### config.mk
export PLATFORM = sky130hd
export DESIGN_NAME = asb_sequencer
export DESIGN_NICKNAME = d
export VERILOG_FILES = /design/src/design/asb_pkg.sv /design/src/design/asb_result_mem.sv /design/src/design/asb_sequencer.sv
export SDC_FILE = /design/constraint.sdc
export NUM_CORES = 1
export LEC_CHECK = 0
export BUFFER_PORTS_ARGS = -buffer_cell sky130_fd_sc_hd__clkbuf_2
export CORE_ASPECT_RATIO = 2
export CORE_MARGIN = 4
export CORE_UTILIZATION = 58
export DETAILED_ROUTE_END_ITERATION = 12
export GPL_TIMING_DRIVEN = 0
export PLACE_DENSITY = 0.85
export SLEW_MARGIN = 20
export SYNTH_ARGS = -nofsm -noshare
export SYNTH_HDL_FRONTEND = slang
export SYNTH_HIERARCHICAL = 1
export SYNTH_SLANG_ARGS = --single-unit
### constraint.sdc
create_clock -name i_ref_clk -period 3.6 [get_ports i_ref_clk]
set_input_delay 0.18 -clock i_ref_clk [delete_from_list [all_inputs] [get_ports i_ref_clk]]
set_output_delay 0.18 -clock i_ref_clk [all_outputs]
set_load 0.05 [all_outputs]
### src/design/asb_pkg.sv
package asb_pkg;
  // Trigger source codes
  localparam logic [2:0] TRIG_MANUAL = 3'h0;
  localparam logic [2:0] TRIG_EXT_PIN = 3'h1;
  localparam logic [2:0] TRIG_TIMER = 3'h2;
  localparam logic [2:0] TRIG_EXT_ALT = 3'h3;
  localparam logic [2:0] TRIG_AUTO = 3'h7;
  // Conversion timing
  localparam int CONV_PERIODS = 12;
  localparam logic [3:0] CONV_LAST = 4'hb;
  // Buffer geometry
  localparam int BUF_WORDS = 16;
  localparam logic [3:0] HALF_LAST = 4'h7;
  localparam logic [3:0] SECOND_HALF_BASE = 4'h8;
  // Reset values
  localparam logic [3:0] SLOT_RST = 4'h0;
  localparam logic [7:0] PRESCALE_CNT_RST = 8'h00;
  // Sequencer states
  typedef enum logic [1:0]
  {
    ASB_IDLE = 2'b00,
    ASB_SAMPLE = 2'b01,
    ASB_CONVERT = 2'b11
  } asb_state_e;
endpackage

### src/design/asb_result_mem.sv
module asb_result_mem #(
  parameter int WIDTH = 10,
  parameter int DEPTH = 16
) (
  input wire logic i_ref_clk,
  input wire logic i_we,
  input wire logic [$clog2(DEPTH)-1:0] i_waddr,
  input wire logic [WIDTH-1:0] i_wdata,
  input wire logic [$clog2(DEPTH)-1:0] i_raddr,
  output logic [WIDTH-1:0] o_rdata
);
  logic [WIDTH-1:0] mem [DEPTH];

  always_ff @(posedge i_ref_clk)
  begin
    if (i_we)
    begin
      mem[i_waddr] <= i_wdata;
    end
  end

  always_ff @(posedge i_ref_clk)
  begin
    o_rdata <= mem[i_raddr];
  end
endmodule

### src/design/asb_sequencer.sv
// What this block does
// - External trigger codes with auto sampling end sampling and start conversion on pulse.
// - Timer trigger with auto sampling starts every conversion on timer compare event.
// - Without auto sampling, acquisition starts only when software sets sample bit.
// - With auto sampling, new acquisition starts right after the previous conversion.
// - Three-bit reference field picks upper and lower references, rails or pins.
// - Scan enabled: mux A positive input steps through inputs set in scan map.
// - Scan with alternate affects mux A only; mux B keeps its own selects.
// - Samples-per-irq field sets conversions per interrupt: 1-16 single, 1-8 split.
// - After interrupt the sequence restarts at the first slot of current region.
// - Single mode uses 16 words from word 0, wrapping to word 0 at count.
// - Split mode fills first half from word 0, indicator clear, flag at count.
// - Split mode then fills second half from word 8, indicator set, then returns.
// - Four-bit mux A positive field selects one of 16 analog inputs.
// - Mux A negative bit selects lower reference or analog input one.
// - Alternate bit toggles mux A and mux B per sample; else only mux A.
// - Clock source bit one uses RC oscillator period directly as conversion clock.
// - Clock source zero: period is two bus clocks times prescale plus one.
// - Each conversion ends on the twelfth conversion clock tick after it starts.
// - Trigger code 000 ends sampling when software clears the sample bit.
// - Trigger code 001 converts on the programmed edge of the external pin.
// - Trigger code 010 converts on the timer period-match trigger event.
// - Trigger code 111 counts programmed conversion clocks from acquisition, then converts.
module asb_sequencer #(
  parameter int RES_WIDTH = 10
) (
  input wire logic i_ref_clk,
  input wire logic i_arst_n,
  input wire logic i_enable,
  input wire logic [2:0] i_trigger_source_sel,
  input wire logic i_auto_sample_en,
  input wire logic i_sample_bit,
  input wire logic [2:0] i_reference_cfg,
  input wire logic i_scan_enable_bit,
  input wire logic [15:0] i_scan_select_map,
  input wire logic i_alternate_mux_bit,
  input wire logic [3:0] i_mux_a_positive_sel,
  input wire logic i_mux_a_negative_sel,
  input wire logic [3:0] i_mux_b_positive_sel,
  input wire logic i_mux_b_negative_sel,
  input wire logic [3:0] i_samples_per_irq,
  input wire logic i_buffer_split_bit,
  input wire logic i_conv_clock_source_bit,
  input wire logic [7:0] i_conv_clock_prescale,
  input wire logic [4:0] i_auto_sample_time,
  input wire logic i_rc_osc_tick,
  input wire logic i_external_irq_zero_pin,
  input wire logic i_ext_edge_rising,
  input wire logic i_timer_trigger,
  input wire logic i_alt_trigger,
  input wire logic i_flag_clear,
  input wire logic i_core_result_valid,
  input wire logic [RES_WIDTH-1:0] i_core_result,
  input wire logic [3:0] i_read_addr,
  output logic o_sampling,
  output logic o_converting,
  output logic o_conv_clock,
  output logic o_conv_start,
  output logic [3:0] o_pos_input,
  output logic o_neg_is_input_one,
  output logic o_upper_ref_ext,
  output logic o_lower_ref_ext,
  output logic o_irq_flag,
  output logic o_buffer_half_indicator,
  output logic o_sample_bit_clear,
  output logic [RES_WIDTH-1:0] o_read_data
);
  // ---------------------------------------------------------------
  // Conversion clock
  // ---------------------------------------------------------------
  logic [7:0] prescale_cnt;
  logic half_tick;
  logic tad_tick;
  logic tad_phase;

  // Conversion clock half period spans prescale+1 bus cycles; two halves per period
  always_ff @(posedge i_ref_clk or negedge i_arst_n)
  begin
    if (!i_arst_n)
    begin
      prescale_cnt <= asb_pkg::PRESCALE_CNT_RST;
    end
    else if (half_tick)
    begin
      prescale_cnt <= asb_pkg::PRESCALE_CNT_RST;
    end
    else
    begin
      prescale_cnt <= prescale_cnt + 8'h01;
    end
  end

  assign half_tick = (prescale_cnt == i_conv_clock_prescale);

  always_ff @(posedge i_ref_clk or negedge i_arst_n)
  begin
    if (!i_arst_n)
    begin
      tad_phase <= 1'b0;
    end
    else if (i_conv_clock_source_bit ? i_rc_osc_tick : half_tick)
    begin
      tad_phase <= ~tad_phase;
    end
  end

  // RC tick is one full period; bus path ticks on every second half
  assign tad_tick = i_conv_clock_source_bit ? i_rc_osc_tick
                  : (half_tick && tad_phase);

  always_ff @(posedge i_ref_clk or negedge i_arst_n)
  begin
    if (!i_arst_n)
    begin
      o_conv_clock <= 1'b0;
    end
    else
    begin
      o_conv_clock <= i_conv_clock_source_bit ? i_rc_osc_tick : tad_phase;
    end
  end

  // ---------------------------------------------------------------
  // Trigger selection
  // ---------------------------------------------------------------
  logic pin_prev;
  logic sample_prev;
  logic [4:0] auto_cnt;
  logic [3:0] conv_cnt;
  logic trigger;
  asb_pkg::asb_state_e state;

  always_ff @(posedge i_ref_clk or negedge i_arst_n)
  begin
    if (!i_arst_n)
    begin
      pin_prev <= 1'b0;
      sample_prev <= 1'b0;
    end
    else
    begin
      pin_prev <= i_external_irq_zero_pin;
      sample_prev <= i_sample_bit;
    end
  end

  always_comb
  begin
    trigger = 1'b0;
    unique case (i_trigger_source_sel)
      asb_pkg::TRIG_MANUAL: trigger = sample_prev && !i_sample_bit;
      asb_pkg::TRIG_EXT_PIN: trigger = i_ext_edge_rising
                                     ? (i_external_irq_zero_pin && !pin_prev)
                                     : (!i_external_irq_zero_pin && pin_prev);
      asb_pkg::TRIG_TIMER: trigger = i_timer_trigger;
      asb_pkg::TRIG_EXT_ALT: trigger = i_alt_trigger;
      asb_pkg::TRIG_AUTO: trigger = tad_tick && (auto_cnt >= i_auto_sample_time);
      default: trigger = 1'b0;
    endcase
  end

  // ---------------------------------------------------------------
  // Sample and convert sequencer
  // ---------------------------------------------------------------
  logic conv_done;
  assign conv_done = (state == asb_pkg::ASB_CONVERT) && tad_tick
                   && (conv_cnt == asb_pkg::CONV_LAST);

  always_ff @(posedge i_ref_clk or negedge i_arst_n)
  begin
    if (!i_arst_n)
    begin
      state <= asb_pkg::ASB_IDLE;
    end
    else if (!i_enable)
    begin
      state <= asb_pkg::ASB_IDLE;
    end
    else
    begin
      unique case (state)
        asb_pkg::ASB_IDLE:
          if (i_auto_sample_en || (i_sample_bit && !sample_prev))
          begin
            state <= asb_pkg::ASB_SAMPLE;
          end
        asb_pkg::ASB_SAMPLE:
          if (trigger)
          begin
            state <= asb_pkg::ASB_CONVERT;
          end
        asb_pkg::ASB_CONVERT:
          if (conv_done)
          begin
            state <= i_auto_sample_en ? asb_pkg::ASB_SAMPLE : asb_pkg::ASB_IDLE;
          end
        default: state <= asb_pkg::ASB_IDLE;
      endcase
    end
  end

  always_ff @(posedge i_ref_clk or negedge i_arst_n)
  begin
    if (!i_arst_n)
    begin
      auto_cnt <= 5'h00;
    end
    else if (state != asb_pkg::ASB_SAMPLE)
    begin
      auto_cnt <= 5'h00;
    end
    else if (tad_tick && auto_cnt != 5'h1f)
    begin
      auto_cnt <= auto_cnt + 5'h01;
    end
  end

  always_ff @(posedge i_ref_clk or negedge i_arst_n)
  begin
    if (!i_arst_n)
    begin
      conv_cnt <= 4'h0;
    end
    else if (state != asb_pkg::ASB_CONVERT)
    begin
      conv_cnt <= 4'h0;
    end
    else if (tad_tick)
    begin
      conv_cnt <= conv_cnt + 4'h1;
    end
  end

  always_ff @(posedge i_ref_clk or negedge i_arst_n)
  begin
    if (!i_arst_n)
    begin
      o_sampling <= 1'b0;
      o_converting <= 1'b0;
      o_conv_start <= 1'b0;
      o_sample_bit_clear <= 1'b0;
    end
    else
    begin
      o_sampling <= (state == asb_pkg::ASB_SAMPLE);
      o_converting <= (state == asb_pkg::ASB_CONVERT);
      o_conv_start <= (state == asb_pkg::ASB_SAMPLE) && trigger && i_enable;
      // Hardware drops the sample bit once its conversion starts under non-manual triggers
      o_sample_bit_clear <= (state == asb_pkg::ASB_SAMPLE) && trigger && i_enable
                            && (i_trigger_source_sel != asb_pkg::TRIG_MANUAL);
    end
  end

  // ---------------------------------------------------------------
  // Input selection
  // ---------------------------------------------------------------
  logic use_mux_b;
  logic [3:0] scan_ptr;
  logic [3:0] scan_next;
  logic [3:0] scan_first;
  logic seq_end;

  always_comb
  begin
    scan_next = scan_ptr;
    scan_first = scan_ptr;
    for (int k = 15; k >= 0; k--)
    begin
      if (i_scan_select_map[k])
      begin
        scan_first = 4'(k);
      end
    end
    scan_next = scan_first;
    for (int k = 15; k >= 0; k--)
    begin
      if (i_scan_select_map[k] && (4'(k) > scan_ptr))
      begin
        scan_next = 4'(k);
      end
    end
  end

  always_ff @(posedge i_ref_clk or negedge i_arst_n)
  begin
    if (!i_arst_n)
    begin
      use_mux_b <= 1'b0;
      scan_ptr <= 4'h0;
    end
    else if (!i_enable)
    begin
      use_mux_b <= 1'b0;
      scan_ptr <= scan_first;
    end
    else if (conv_done)
    begin
      use_mux_b <= i_alternate_mux_bit && !use_mux_b;
      if (!use_mux_b)
      begin
        scan_ptr <= seq_end ? scan_first : scan_next;
      end
    end
  end

  always_ff @(posedge i_ref_clk or negedge i_arst_n)
  begin
    if (!i_arst_n)
    begin
      o_pos_input <= 4'h0;
      o_neg_is_input_one <= 1'b0;
      o_upper_ref_ext <= 1'b0;
      o_lower_ref_ext <= 1'b0;
    end
    else
    begin
      if (use_mux_b)
      begin
        o_pos_input <= i_mux_b_positive_sel;
        o_neg_is_input_one <= i_mux_b_negative_sel;
      end
      else
      begin
        o_pos_input <= i_scan_enable_bit ? scan_ptr : i_mux_a_positive_sel;
        o_neg_is_input_one <= i_mux_a_negative_sel;
      end
      o_upper_ref_ext <= i_reference_cfg[0];
      o_lower_ref_ext <= i_reference_cfg[1];
    end
  end

  // ---------------------------------------------------------------
  // Result buffer fill
  // ---------------------------------------------------------------
  logic [3:0] slot;
  logic [3:0] count_last;

  // Split mode tops out at eight per half
  assign count_last = (i_buffer_split_bit && i_samples_per_irq > asb_pkg::HALF_LAST)
                    ? asb_pkg::HALF_LAST : i_samples_per_irq;
  assign seq_end = (slot == count_last);

  always_ff @(posedge i_ref_clk or negedge i_arst_n)
  begin
    if (!i_arst_n)
    begin
      slot <= asb_pkg::SLOT_RST;
      o_buffer_half_indicator <= 1'b0;
    end
    else if (!i_enable)
    begin
      slot <= asb_pkg::SLOT_RST;
      o_buffer_half_indicator <= 1'b0;
    end
    else if (i_core_result_valid && seq_end)
    begin
      slot <= asb_pkg::SLOT_RST;
      o_buffer_half_indicator <= i_buffer_split_bit && !o_buffer_half_indicator;
    end
    else if (i_core_result_valid)
    begin
      slot <= slot + 4'h1;
    end
  end

  // Set wins over a clear in the same cycle
  always_ff @(posedge i_ref_clk or negedge i_arst_n)
  begin
    if (!i_arst_n)
    begin
      o_irq_flag <= 1'b0;
    end
    else if (i_core_result_valid && seq_end && i_enable)
    begin
      o_irq_flag <= 1'b1;
    end
    else if (i_flag_clear)
    begin
      o_irq_flag <= 1'b0;
    end
  end

  logic [3:0] waddr;
  assign waddr = (i_buffer_split_bit && o_buffer_half_indicator)
               ? (asb_pkg::SECOND_HALF_BASE | slot) : slot;

  asb_result_mem #(
    .WIDTH(RES_WIDTH),
    .DEPTH(asb_pkg::BUF_WORDS)
  ) u_mem (
    .i_ref_clk(i_ref_clk),
    .i_we(i_core_result_valid && i_enable),
    .i_waddr(waddr),
    .i_wdata(i_core_result),
    .i_raddr(i_read_addr),
    .o_rdata(o_read_data)
  );
endmodule

==> results.ini, run 1 <==
[clock_tree]
cts_sinks=215
cts-root-buf=clkbuf_16
postCtsSetupRepairBufs=0
ctsLongestPathBuffers=3
cts_made_buffers=19
clock_latency_ns=0.50
h-tree-depth=1
clk_pin_slew_worst_paths_ns=0.07
cts_tree=yes

[floorplan]
die_area_um2=18200
rows=65
fp.dieH_um=187
start_util_pct=58.8
die_w_um=97.5
fp.coreArea_um2=15800
io_pins=103

[sta]
rsz0062_at_grt=no
fin_ws_ns=1.06
hold_violations=0
skew_ns=0.0263
slew_viol_final=0
fin_crit_sh_pct=70.4
fin_crit_ns=2.54
maxSlewHeadroom_pct=30.3
holdWs_ns=0.0120
worst_slew_pin_slew_ns=1.04
max_freq_ghz=0.394
setup_viol=0
tns_ns=0

[synthesis]
ys_warn_count=6
syn_area_per_cell_um2=14.9
synth_cell_types=65
syn-num-nets=710
synth_top_area_share_pct=51.8
ys_seq_area_share_pct=66.1
ys_ff_latch=215
syn_inst=621
ys.flop_type=edfxtp_1
synth_edf_count=160
synth_area_um2=9280
synth-async-reset-ratio_pct=20.9
synth_area_leaders=edfxtp_1 (52%), dfrtp_1 (12%), mux4_2 (6.8%), mux4_1 (3.4%), dfxtp_1 (2.2%)
synth.largest_area_cell=edfxtp_1

[worst_setup_path]
r2r-end=scan_ptr[3]$_DFFE_PN0P_
rrSetupSlack_ns=1.06
cp-end-kind=flop
critPathTopFamily=compound AO/OA/AOI/OAI gates
worstPathCellList=nand4bb_1, o211ai_1, a2bb2oi_1, o21ai_0, a31o_2
slowest_stage=a2bb2oi_1
cp_max_fo=14
required_ns=3.99
r2r_start=slot[1]$_DFFE_PN0P_
reg2regPathDepth=5
arrival_ns=2.93
crit_type=reg2reg
path_buf_inv=0
critPathMaxStageDelay_ns=0.67
cp-start-kind=flop

[min_path]
hold_class=in2reg
hold_path_depth=3
worstHoldEndpoint=o_pos_input[3]$_DFF_PN0_
worstHoldStart=i_mux_a_positive_sel[3]

[pwr]
powerDensity_nw_per_um2=535
power_switching_mw=1.50
p_seq_share_pct=49.4
power_mw=5.83
p_leak_nw=4.10
sw_frac_of_total_pct=25.8
peakVddDrop_uv=506
p_clk_share_pct=36.6
p_comb_share_pct=14.0
intPower_mw=4.33

[finish]
final_util_pct=69.1
fillers=1028
design_area_um2=10900
final_nets=849
antenna_cells=0
final_cell_count_no_fill=973
drive_gt1_share_pct=23.1
syn2layout_area_growth_pct=17.5

[run_status]
status=finished clean

[placement]
dpl_cell_area_um2=10100
dp.cells=922
dp_slack_ns=1.08
hpwlAfterDp_um=15300
portBuffers=96
routabilityCongestion=0.934

[drt]
route.detailed.drc=0
wl_um=22600
vias=6050
first_pass_iters=7
drtIter0Drc=357
via_per_inst=6.22
ant_nets=0
wire_per_inst_um=23.2

[global_routing]
antenna_found_initial=0
grt_use_met1_pct=26.1
grtUsageMet2_pct=47.2
overflow=0
grt_start_max_net_pins=46
grt_busiest_layer=met2
grtUsageTotal_pct=25.2
grt_use_met3_pct=4.11
grt_pass1_wl_um=35300
grt_pass1_vias=6473

[flow_run]
maxCapViolCount=0

-- worst max-delay path by stage --
stage / start / end / slack, ns / cells past startpoint
after floorplan: o_buffer_half_indicator$_DFFE_PN0P_ / u_mem/mem[0][0]$_DFFE_PP_ / 1.23 / 3
after global placement: i_enable / u_mem/mem[0][8]$_DFFE_PP_ / 0.77 / 5
after detailed placement: i_enable / u_mem/mem[1][2]$_DFFE_PP_ / 1.08 / 5
after CTS: slot[1]$_DFFE_PN0P_ / scan_ptr[3]$_DFFE_PN0P_ / 1.10 / 5
after global routing: slot[1]$_DFFE_PN0P_ / scan_ptr[3]$_DFFE_PN0P_ / 0.87 / 5
final: slot[1]$_DFFE_PN0P_ / scan_ptr[3]$_DFFE_PN0P_ / 1.06 / 5
-- state kept, by name, indices dropped and copies added (netlist names) --
| register | flops |
|---|---|
| u_mem/o_rdata | 10 |
| o_lower_ref_ext | 1 |
| o_irq_flag | 1 |
| auto_cnt | 5 |
| state | 2 |
| slot | 4 |
| o_upper_ref_ext | 1 |
| o_pos_input | 4 |
| o_sampling | 1 |
| use_mux_b | 1 |
| conv_cnt | 4 |
| scan_ptr | 4 |
| u_mem/mem | 160 |
| o_neg_is_input_one | 1 |
| o_converting | 1 |
| o_sample_bit_clear | 1 |
| pin_prev | 1 |
| o_conv_start | 1 |
| o_buffer_half_indicator | 1 |
| o_conv_clock | 1 |
| prescale_cnt | 8 |
| sample_prev | 1 |
| tad_phase | 1 |
-- what timing repair did --
item,4_1_cts,5_1_grt
hold buffers,18,0
gates resized for setup,0,0
endpoints found under the hold margin,59,0
-- tightest hold or removal path, cell delays in order --
cell and delay [ns]:
clkbuf_2 0.07, mux2i_1 0.06, o21ai_0 0.14
-- logic make-up (layout without fill, tap and decap cells) --
kind of cell	after synthesis	in the layout	synth area share [%]
AO/OA/AOI/OAI	117	117	8.43
XOR/XNOR	22	22	2.08
adder cells (fa/ha/maj)	11	11	1.46
buffers and inverters	45	196	2.24
AND/OR/NAND/NOR	163	163	8.68
multiplexers	48	48	11.1
flip-flops	215	215	66.1
-- layout by cell type (no fill, tap or decap), types with 10 or more instances in the layout --
cell,instances
nor2_1,49
nand3_1,11
xor2_1,14
nand2_1,43
o21ai_0,25
dlygate4sd3_1,18
clkbuf_16,19
dfrtp_1,45
a21oi_1,22
edfxtp_1,160
mux4_1,12
a22oi_1,21
ha_1,10
mux4_2,28
clkbuf_1,12
dfxtp_1,10
clkbuf_2,95
inv_1,22
-- layout make-up --
type	count	area (um2)	area share, %
Clock buffer	19	475	4.36
Clock inverter	14	184	1.69
Multi-Input combinational cell	361	2960	27.2
Sequential cell	215	6130	56.2
Timing Repair Buffer	118	693	6.36
Inverter	22	82.6	0.757
Buffer	23	125	1.15
Tap cell	201	251	2.31
-- synth_stat cells, types with 4 or more instances --
master    number
a211oi_1       7
dfxtp_1       10
mux4_2        28
clkbuf_1      12
nor4_1         5
a21oi_1       22
nor3_1        13
nand3b_1       4
edfxtp_1     160
buf_1          5
nand3_1       11
and3_1         4
dfrtp_1       45
nor2b_1        7
o31ai_1        6
nand2b_1       4
o21ai_0       25
a22oi_1       21
xnor2_1        8
xor2_1        14
mux4_1        12
mux2i_1        7
inv_1         22
o22ai_1        4
ha_1          10
nand2_1       43
nor2_1        49
-- power groups by stage --
stage                     registers [mW]  clock network, mW  logic [mW]
after floorplan                     2.99                  0       0.430
final                               2.88               2.14       0.818
after detailed placement            2.93                  0       0.786
after CTS                           2.88               2.17       0.814
after global placement              2.92                  0       0.762
after global routing                2.89               2.30       0.889
-- layer usage --
layer,share of wire [%],wire (um)
met3,6.3,1430
met5,0,0
met1,32,7230
met2,56,12600
met4,5.9,1320
Power figures use the tool's default switching activity.
==> inputs of run 2 (changes only) <==
--- a/config.mk
+++ b/config.mk
@@ -8,10 +8,10 @@
 export BUFFER_PORTS_ARGS = -buffer_cell sky130_fd_sc_hd__clkbuf_2
 export CORE_ASPECT_RATIO = 2
 export CORE_MARGIN = 4
-export CORE_UTILIZATION = 58
+export CORE_UTILIZATION = 53
 export DETAILED_ROUTE_END_ITERATION = 12
 export GPL_TIMING_DRIVEN = 0
-export PLACE_DENSITY = 0.85
+export PLACE_DENSITY = 0.82
 export SLEW_MARGIN = 20
 export SYNTH_ARGS = -nofsm -noshare
 export SYNTH_HDL_FRONTEND = slang
==> constraint.sdc (replaced) <==
create_clock -name i_ref_clk -period 2.2 [get_ports i_ref_clk]
set_input_delay 0.11 -clock i_ref_clk [delete_from_list [all_inputs] [get_ports i_ref_clk]]
set_output_delay 0.11 -clock i_ref_clk [all_outputs]
set_load 0.05 [all_outputs]
==> run 2 against run 1 <==
Clock skew shrank 0.012 ns; sequential power grew 64%; design area increased by 1.0%; total power grew 60%; clock power is 50% higher; highest routed layer unchanged.
==> results.ini, run 2 (synthesized netlist as in run 1, its figures left out) <==
[run_status]
status=finished clean  ; unchanged

[finish]
largest_register_ffs=160  ; unchanged
antenna_cells=0  ; unchanged
syn2layout_area_growth_pct=18.7  ; was 17.5%
multi_input_comb_area_um2=3010  ; was 2960 um2
final_nets=859  ; was 849
regMostFlops=u_mem/mem  ; unchanged
layout_common_cells=edfxtp_1 (160), clkbuf_2 (98), nor2_1 (45), nand2_1 (43), dfrtp_1 (42)  ; was edfxtp_1 (160), clkbuf_2 (95), nor2_1 (49), dfrtp_1 (45), nand2_1 (43)
largestRegisters=u_mem/mem: 160 flops, u_mem/o_rdata: 10 flops, prescale_cnt: 8 flops  ; unchanged
regArea_um2=6130  ; about the same
drive_gt1_share_pct=24.5  ; was 23.1%
final_common_cell=edfxtp_1  ; unchanged
fillers=1194  ; was 1028
final_util_pct=63.8  ; was 69.1%
final_cell_count_no_fill=993  ; was 973

[drt]
drtIter0Drc=390  ; was 357
ant_nets=0  ; unchanged
vias=6074  ; was 6050
wl_met3_um=1290  ; was 1430 um
route.detailed.drc=0  ; unchanged
wire_per_inst_um=22.8  ; was 23.2 um
via_per_inst=6.12  ; was 6.22
dr_wl_met2_um=12700  ; was 12600 um
top_layer=met4  ; unchanged
wl_met1_um=7700  ; was 7230 um
wl_um=22700  ; was 22600 um
first_pass_iters=5  ; was 7

[pwr]
powerDensity_nw_per_um2=848  ; was 535 nW/um2
peakVddDrop_uv=711  ; was 506 uV
p_leak_nw=4.14  ; was 4.10 nW

[global_routing]
antenna_found_initial=0  ; unchanged
grtUsageTotal_pct=23.5  ; was 25.2%
grt_pass1_vias=6531  ; was 6473
grt_pass1_wl_um=35700  ; was 35300 um
overflow=0  ; unchanged
grt_start_max_net_pins=46  ; unchanged

[sta]
fin_crit_sh_pct=96.7  ; was 70.4%
setup_viol=0  ; unchanged
worst_slew_pin_slew_ns=1.02  ; was 1.04 ns
skew_ns=0.0147  ; was 0.0263 ns
hold_violations=0  ; unchanged
maxSlewHeadroom_pct=31.6  ; was 30.3%
fin_crit_ns=2.13  ; was 2.54 ns
slew_viol_final=0  ; unchanged
max_freq_ghz=0.470  ; was 0.394 GHz
rsz0062_at_grt=yes  ; was no

[worst_setup_path]
path_buf_inv=1  ; was 0
required_ns=2.63  ; was 3.99 ns
worstPathCellList=nand4bb_1, o211ai_1, o21ai_0, o22ai_1, dlygate4sd3_1  ; was nand4bb_1, o211ai_1, a2bb2oi_1, o21ai_0, a31o_2
cp-end-kind=flop  ; unchanged
crit_type=reg2reg  ; unchanged
critPathMaxStageDelay_ns=0.57  ; was 0.67 ns
cp_max_fo=14  ; unchanged
slowest_stage=dlygate4sd3_1  ; was a2bb2oi_1
arrival_ns=2.55  ; was 2.93 ns
critPathTopFamily=compound AO/OA/AOI/OAI gates  ; unchanged
cp-start-kind=flop  ; unchanged

[clock_tree]
cts-root-buf=clkbuf_16  ; unchanged
cts_tree=yes  ; unchanged
h-tree-depth=1  ; unchanged
cts_made_buffers=19  ; unchanged
clk_pin_slew_worst_paths_ns=0.07  ; about the same
clock_latency_ns=0.49  ; was 0.50 ns
cts_sinks=215  ; unchanged
ctsLongestPathBuffers=3  ; unchanged

[placement]
hpwlAfterDp_um=15500  ; was 15300 um
portBuffers=96  ; unchanged
dp.cells=929  ; was 922
routabilityCongestion=0.969  ; was 0.934

[floorplan]
io_pins=103  ; unchanged
start_util_pct=53.7  ; was 58.8%
fp.coreArea_um2=17300  ; was 15800 um2
fp.dieH_um=195  ; was 187 um
die_w_um=102  ; was 97.5 um
die_area_um2=19800  ; was 18200 um2
rows=68  ; was 65

[flow_run]
maxCapViolCount=0  ; unchanged

[min_path]
hold_class=in2reg  ; unchanged

-- run 2: changes by cell type in the layout (fill, tap and decap cells not counted), sizes merged --
cell         delta
dlygate4sd3     +8
clkbuf          +5
buf             +3
bufinv          -3
clkinvlp        -3
inv             +1
-- run 2: area by class of cell --
class / instances / area share (%)
flip-flops and latches: 215 / 55.7
multi-input cells: 361 / 27.4
repair buffers: 129 / 7.22
clock buffers: 25 / 4.80
well taps: 210 / 2.39
plain buffers: 22 / 1.14
inverters: 22 / 0.750
clock inverters: 9 / 0.659
-- run 2: final timing paths --
| path | start | end | slack (ns) | depth (start not counted) |
|---|---|---|---|---|
| min reg2reg | prescale_cnt[0]$_DFF_PN0_ | prescale_cnt[0]$_DFF_PN0_ | 0.51 | 1 |
| max | slot[1]$_DFFE_PN0P_ | o_irq_flag$_DFFE_PN0P_ | 0.07 | 5 |
| max reg2reg | slot[1]$_DFFE_PN0P_ | o_irq_flag$_DFFE_PN0P_ | 0.07 | 5 |
| max in group asynchronous | i_arst_n | slot[0]$_DFFE_PN0P_ | 1.60 | 2 |
| min | i_enable | state[1]$_DFFE_PN0P_ | 0.08 | 3 |
| min in group asynchronous | i_arst_n | tad_phase$_DFFE_PN0P_ | 0.18 | 2 |
-- run 2: routing by layer --
layer / global-route usage, % / up-vias
met2: 43.5 / 268
met3: 3.22 / 58
met1: 26.3 / 3030
li1: - / 2718
met4: 9.66 / 0
met5: 0 / -
-- run 2: repair_timing --
item,in CTS,in global routing
gates resized for setup,3,18
endpoints found under the setup margin,16,106
hold buffers,26,0
endpoints found under the hold margin,62,0
pin swaps,2,7
setup buffers,2,3
-- run 2: power breakdown --
| part | internal, mW | leakage, nW | switching [mW] |
|---|---|---|---|
| combinational | 0.536 | 1.75 | 0.879 |
| sequential | 4.54 | 2.10 | 0.166 |
| clock | 1.82 | 0.290 | 1.40 |
| total | 6.90 | 4.14 | 2.44 |
-- run 2: stage by stage --
step	power (mW)	hold slack, ns	setup WS [ns]	cell area, um2	TNS (ns)
CTS	9.33	0.0135	0.0193	10900	0
detailed placement	6.06	0.220	-0.164	10100	-5.27
floorplan	5.60	-0.186	0.0205	9290	0
finish	9.34	0.0824	0.0727	11000	0
global route	9.70	0.0963	-0.0543	11000	-0.246
global placement	6.01	0.219	-0.361	10000	-12.35
-- run 2: worst register-to-register path: cells and delay by family, from the launching register on --
| family | cells | cell delay [ns] |
|---|---|---|
| AO/OA/AOI/OAI | 3 | 0.71 |
| buffers and inverters | 1 | 0.57 |
| flip-flops | 1 | 0.54 |
| AND/OR/NAND/NOR | 1 | 0.26 |
==> inputs of run 3 (changes only) <==
--- a/config.mk
+++ b/config.mk
@@ -7,10 +7,10 @@
 export LEC_CHECK = 0
 export BUFFER_PORTS_ARGS = -buffer_cell sky130_fd_sc_hd__clkbuf_2
 export CORE_ASPECT_RATIO = 2
-export CORE_MARGIN = 4
 export CORE_UTILIZATION = 53
 export DETAILED_ROUTE_END_ITERATION = 12
 export GPL_TIMING_DRIVEN = 0
+export MAX_ROUTING_LAYER = met4
 export PLACE_DENSITY = 0.82
 export SLEW_MARGIN = 20
 export SYNTH_ARGS = -nofsm -noshare
==> run 3 against run 2 <==
Clock power up 9.9%; sequential cell count unchanged; hold slack better by 0.0073 ns; critical endpoint is now scan_ptr[1]$_DFFE_PN0P_; routed wire length down 1.4%; combinational power about the same; first-iteration DRC count up 4.6%; sequential power about the same; critical path depth up 2; maximum frequency down 0.71%.
==> results.ini, run 3 (synthesized netlist as in run 1, its figures left out) <==
[clock_tree]
cts-root-buf=clkbuf_16  ; unchanged
h-tree-depth=1  ; unchanged
cts_tree=yes  ; unchanged
clk_pin_slew_worst_paths_ns=0.06  ; was 0.07 ns
cts_made_buffers=19  ; unchanged
cts_sinks=215  ; unchanged
clock_latency_ns=0.48  ; was 0.49 ns
ctsLongestPathBuffers=3  ; unchanged

[drt]
wire_per_inst_um=22.5  ; was 22.8 um
via_per_inst=6.16  ; was 6.12
wl_um=22400  ; was 22700 um
route.detailed.drc=0  ; unchanged
vias=6121  ; was 6074
first_pass_iters=5  ; unchanged
drtIter0Drc=408  ; was 390
ant_nets=0  ; unchanged

[floorplan]
fp.coreArea_um2=17200  ; was 17300 um2
die_w_um=95.6  ; was 102 um
die_area_um2=18100  ; was 19800 um2
rows=68  ; unchanged
io_pins=103  ; unchanged
fp.dieH_um=189  ; was 195 um
start_util_pct=54.0  ; was 53.7%

[global_routing]
grtUsageTotal_pct=26.4  ; was 23.5%
antenna_found_initial=0  ; unchanged
grt_start_max_net_pins=46  ; unchanged
overflow=0  ; unchanged
grt_pass1_vias=6514  ; was 6531
grt_pass1_wl_um=34100  ; was 35700 um

[worst_setup_path]
arrival_ns=2.50  ; was 2.55 ns
critPathMaxStageDelay_ns=0.42  ; was 0.57 ns
cp-end-kind=flop  ; unchanged
cp_max_fo=5  ; was 14
required_ns=2.56  ; was 2.63 ns
path_buf_inv=1  ; unchanged
crit_type=reg2reg  ; unchanged
worstPathCellList=xor2_1, nor4_2, a41oi_2, buf_4, o31ai_4, mux2i_1, o21ai_1  ; was nand4bb_1, o211ai_1, o21ai_0, o22ai_1, dlygate4sd3_1
slowest_stage=dfrtp_1  ; was dlygate4sd3_1
cp-start-kind=flop  ; unchanged
critPathTopFamily=compound AO/OA/AOI/OAI gates  ; unchanged

[flow_run]
maxCapViolCount=0  ; unchanged

[sta]
setup_viol=0  ; unchanged
hold_violations=0  ; unchanged
skew_ns=0.00735  ; was 0.0147 ns
maxSlewHeadroom_pct=33.8  ; was 31.6%
max_freq_ghz=0.467  ; was 0.470 GHz
fin_crit_sh_pct=97.4  ; was 96.7%
slew_viol_final=0  ; unchanged
worst_slew_pin_slew_ns=0.990  ; was 1.02 ns
tns_ns=0  ; unchanged
fin_crit_ns=2.14  ; was 2.13 ns
rsz0062_at_grt=yes  ; unchanged

[pwr]
sw_frac_of_total_pct=25.6  ; was 26.1%
powerDensity_nw_per_um2=867  ; was 848 nW/um2
power_switching_mw=2.46  ; was 2.44 mW
p_leak_nw=4.19  ; was 4.14 nW
power_mw=9.63  ; was 9.34 mW
p_comb_share_pct=14.4  ; was 15.1%
p_clk_share_pct=36.8  ; was 34.4%
peakVddDrop_uv=757  ; was 711 uV
p_seq_share_pct=48.8  ; was 50.4%
intPower_mw=7.17  ; was 6.90 mW

[finish]
largestRegisters=u_mem/mem: 160 flops, u_mem/o_rdata: 10 flops, prescale_cnt: 8 flops  ; unchanged
largest_register_ffs=160  ; unchanged
layout_common_cells=edfxtp_1 (160), clkbuf_2 (97), nor2_1 (44), nand2_1 (43), dfrtp_1 (43)  ; was edfxtp_1 (160), clkbuf_2 (98), nor2_1 (45), nand2_1 (43), dfrtp_1 (42)
antenna_cells=0  ; unchanged
final_common_cell=edfxtp_1  ; unchanged
drive_gt1_share_pct=25.0  ; was 24.5%
final_nets=860  ; was 859
syn2layout_area_growth_pct=19.6  ; was 18.7%
final_cell_count_no_fill=994  ; was 993
regMostFlops=u_mem/mem  ; unchanged
fillers=1207  ; was 1194

[placement]
routabilityCongestion=0.856  ; was 0.969
hpwlAfterDp_um=15600  ; was 15500 um
dp.cells=929  ; unchanged
portBuffers=96  ; unchanged

[min_path]
hold_class=in2reg  ; unchanged

[run_status]
status=finished clean  ; unchanged

==> run 3: cell types whose count changed in the layout (fill, tap and decap cells not counted), sizes merged <==
cell,delta
clkinvlp,-2
bufinv,+3
clkbuf,-1
inv,+1
==> run 3: layout make-up <==
type,count,area [um2],area share [%]
Tap cell,210,263,2.37
Inverter,22,82.6,0.744
Multi-Input combinational cell,361,3030,27.3
Clock buffer,23,500,4.51
Buffer,23,130,1.17
Timing Repair Buffer,129,796,7.17
Sequential cell,215,6130,55.2
Clock inverter,11,169,1.52
==> run 3: path summary, 6_finish.rpt <==
kind	start	endpoint	slack [ns]	cells after the start
hold reg to reg	prescale_cnt[0]$_DFF_PN0_	prescale_cnt[0]$_DFF_PN0_	0.50	1
max in group asynchronous	i_arst_n	slot[0]$_DFFE_PN0P_	1.58	2
min in group asynchronous	i_arst_n	prescale_cnt[1]$_DFF_PN0_	0.18	2
setup / recovery	prescale_cnt[6]$_DFF_PN0_	scan_ptr[1]$_DFFE_PN0P_	0.06	7
setup reg to reg	prescale_cnt[6]$_DFF_PN0_	scan_ptr[1]$_DFFE_PN0P_	0.06	7
hold / removal	i_scan_select_map[0]	scan_ptr[2]$_DFFE_PN0P_	0.09	4
==> run 3: power by group through the flow <==
| stage | Sequential, mW | Combinational, mW | Clock, mW |
|---|---|---|---|
| after floorplan | 4.90 | 0.704 | 0 |
| after global placement | 4.78 | 1.24 | 0 |
| after detailed placement | 4.78 | 1.28 | 0 |
| after CTS | 4.70 | 1.35 | 3.61 |
| after global routing | 4.72 | 1.48 | 3.75 |
| final | 4.70 | 1.39 | 3.54 |
==> run 3: worst reg2reg max path, delay by kind of cell (launching register included) <==
kind / cells / cell delay (ns)
xor+xnor: 1 / 0.18
mux: 1 / 0.24
flops: 1 / 0.42
buf+inv: 1 / 0.21
simple gates: 1 / 0.36
compound gates: 3 / 0.61
==> run 3: per-stage QoR <==
| stage | cell area, um2 | hold slack, ns | setup WS [ns] | util [%] |
|---|---|---|---|---|
| global route | 11100 | 0.102 | -0.0639 | 64.6 |
| detailed placement | 10100 | 0.220 | -0.228 | 58.5 |
| finish | 11100 | 0.0896 | 0.0574 | 64.6 |
| CTS | 11000 | 0.0289 | 0.00673 | 64.2 |
| floorplan | 9290 | -0.186 | 0.0205 | - |
| global placement | 10000 | 0.222 | -0.413 | 58.4 |
==> run 3: metal layers <==
layer | vias to the layer above | share of wire (%) | track usage [%]
li1 | 2723 | - | -
met1 | 3001 | 33 | 27.1
met2 | 304 | 55 | 47.9
met3 | 93 | 5.5 | 2.81
met4 | 0 | 5.9 | 13.6
met5 | - | 0 | -
==> run 3: timing repair <==
action | 4_1_cts | 5_1_grt
gates cloned | 0 | 0
endpoints found under the setup margin | 35 | 79
endpoints found under the hold margin | 62 | 0
gates resized for setup | 9 | 13
pin swaps | 3 | 2
buffers inserted | 1 | 4
hold buffers | 26 | 0
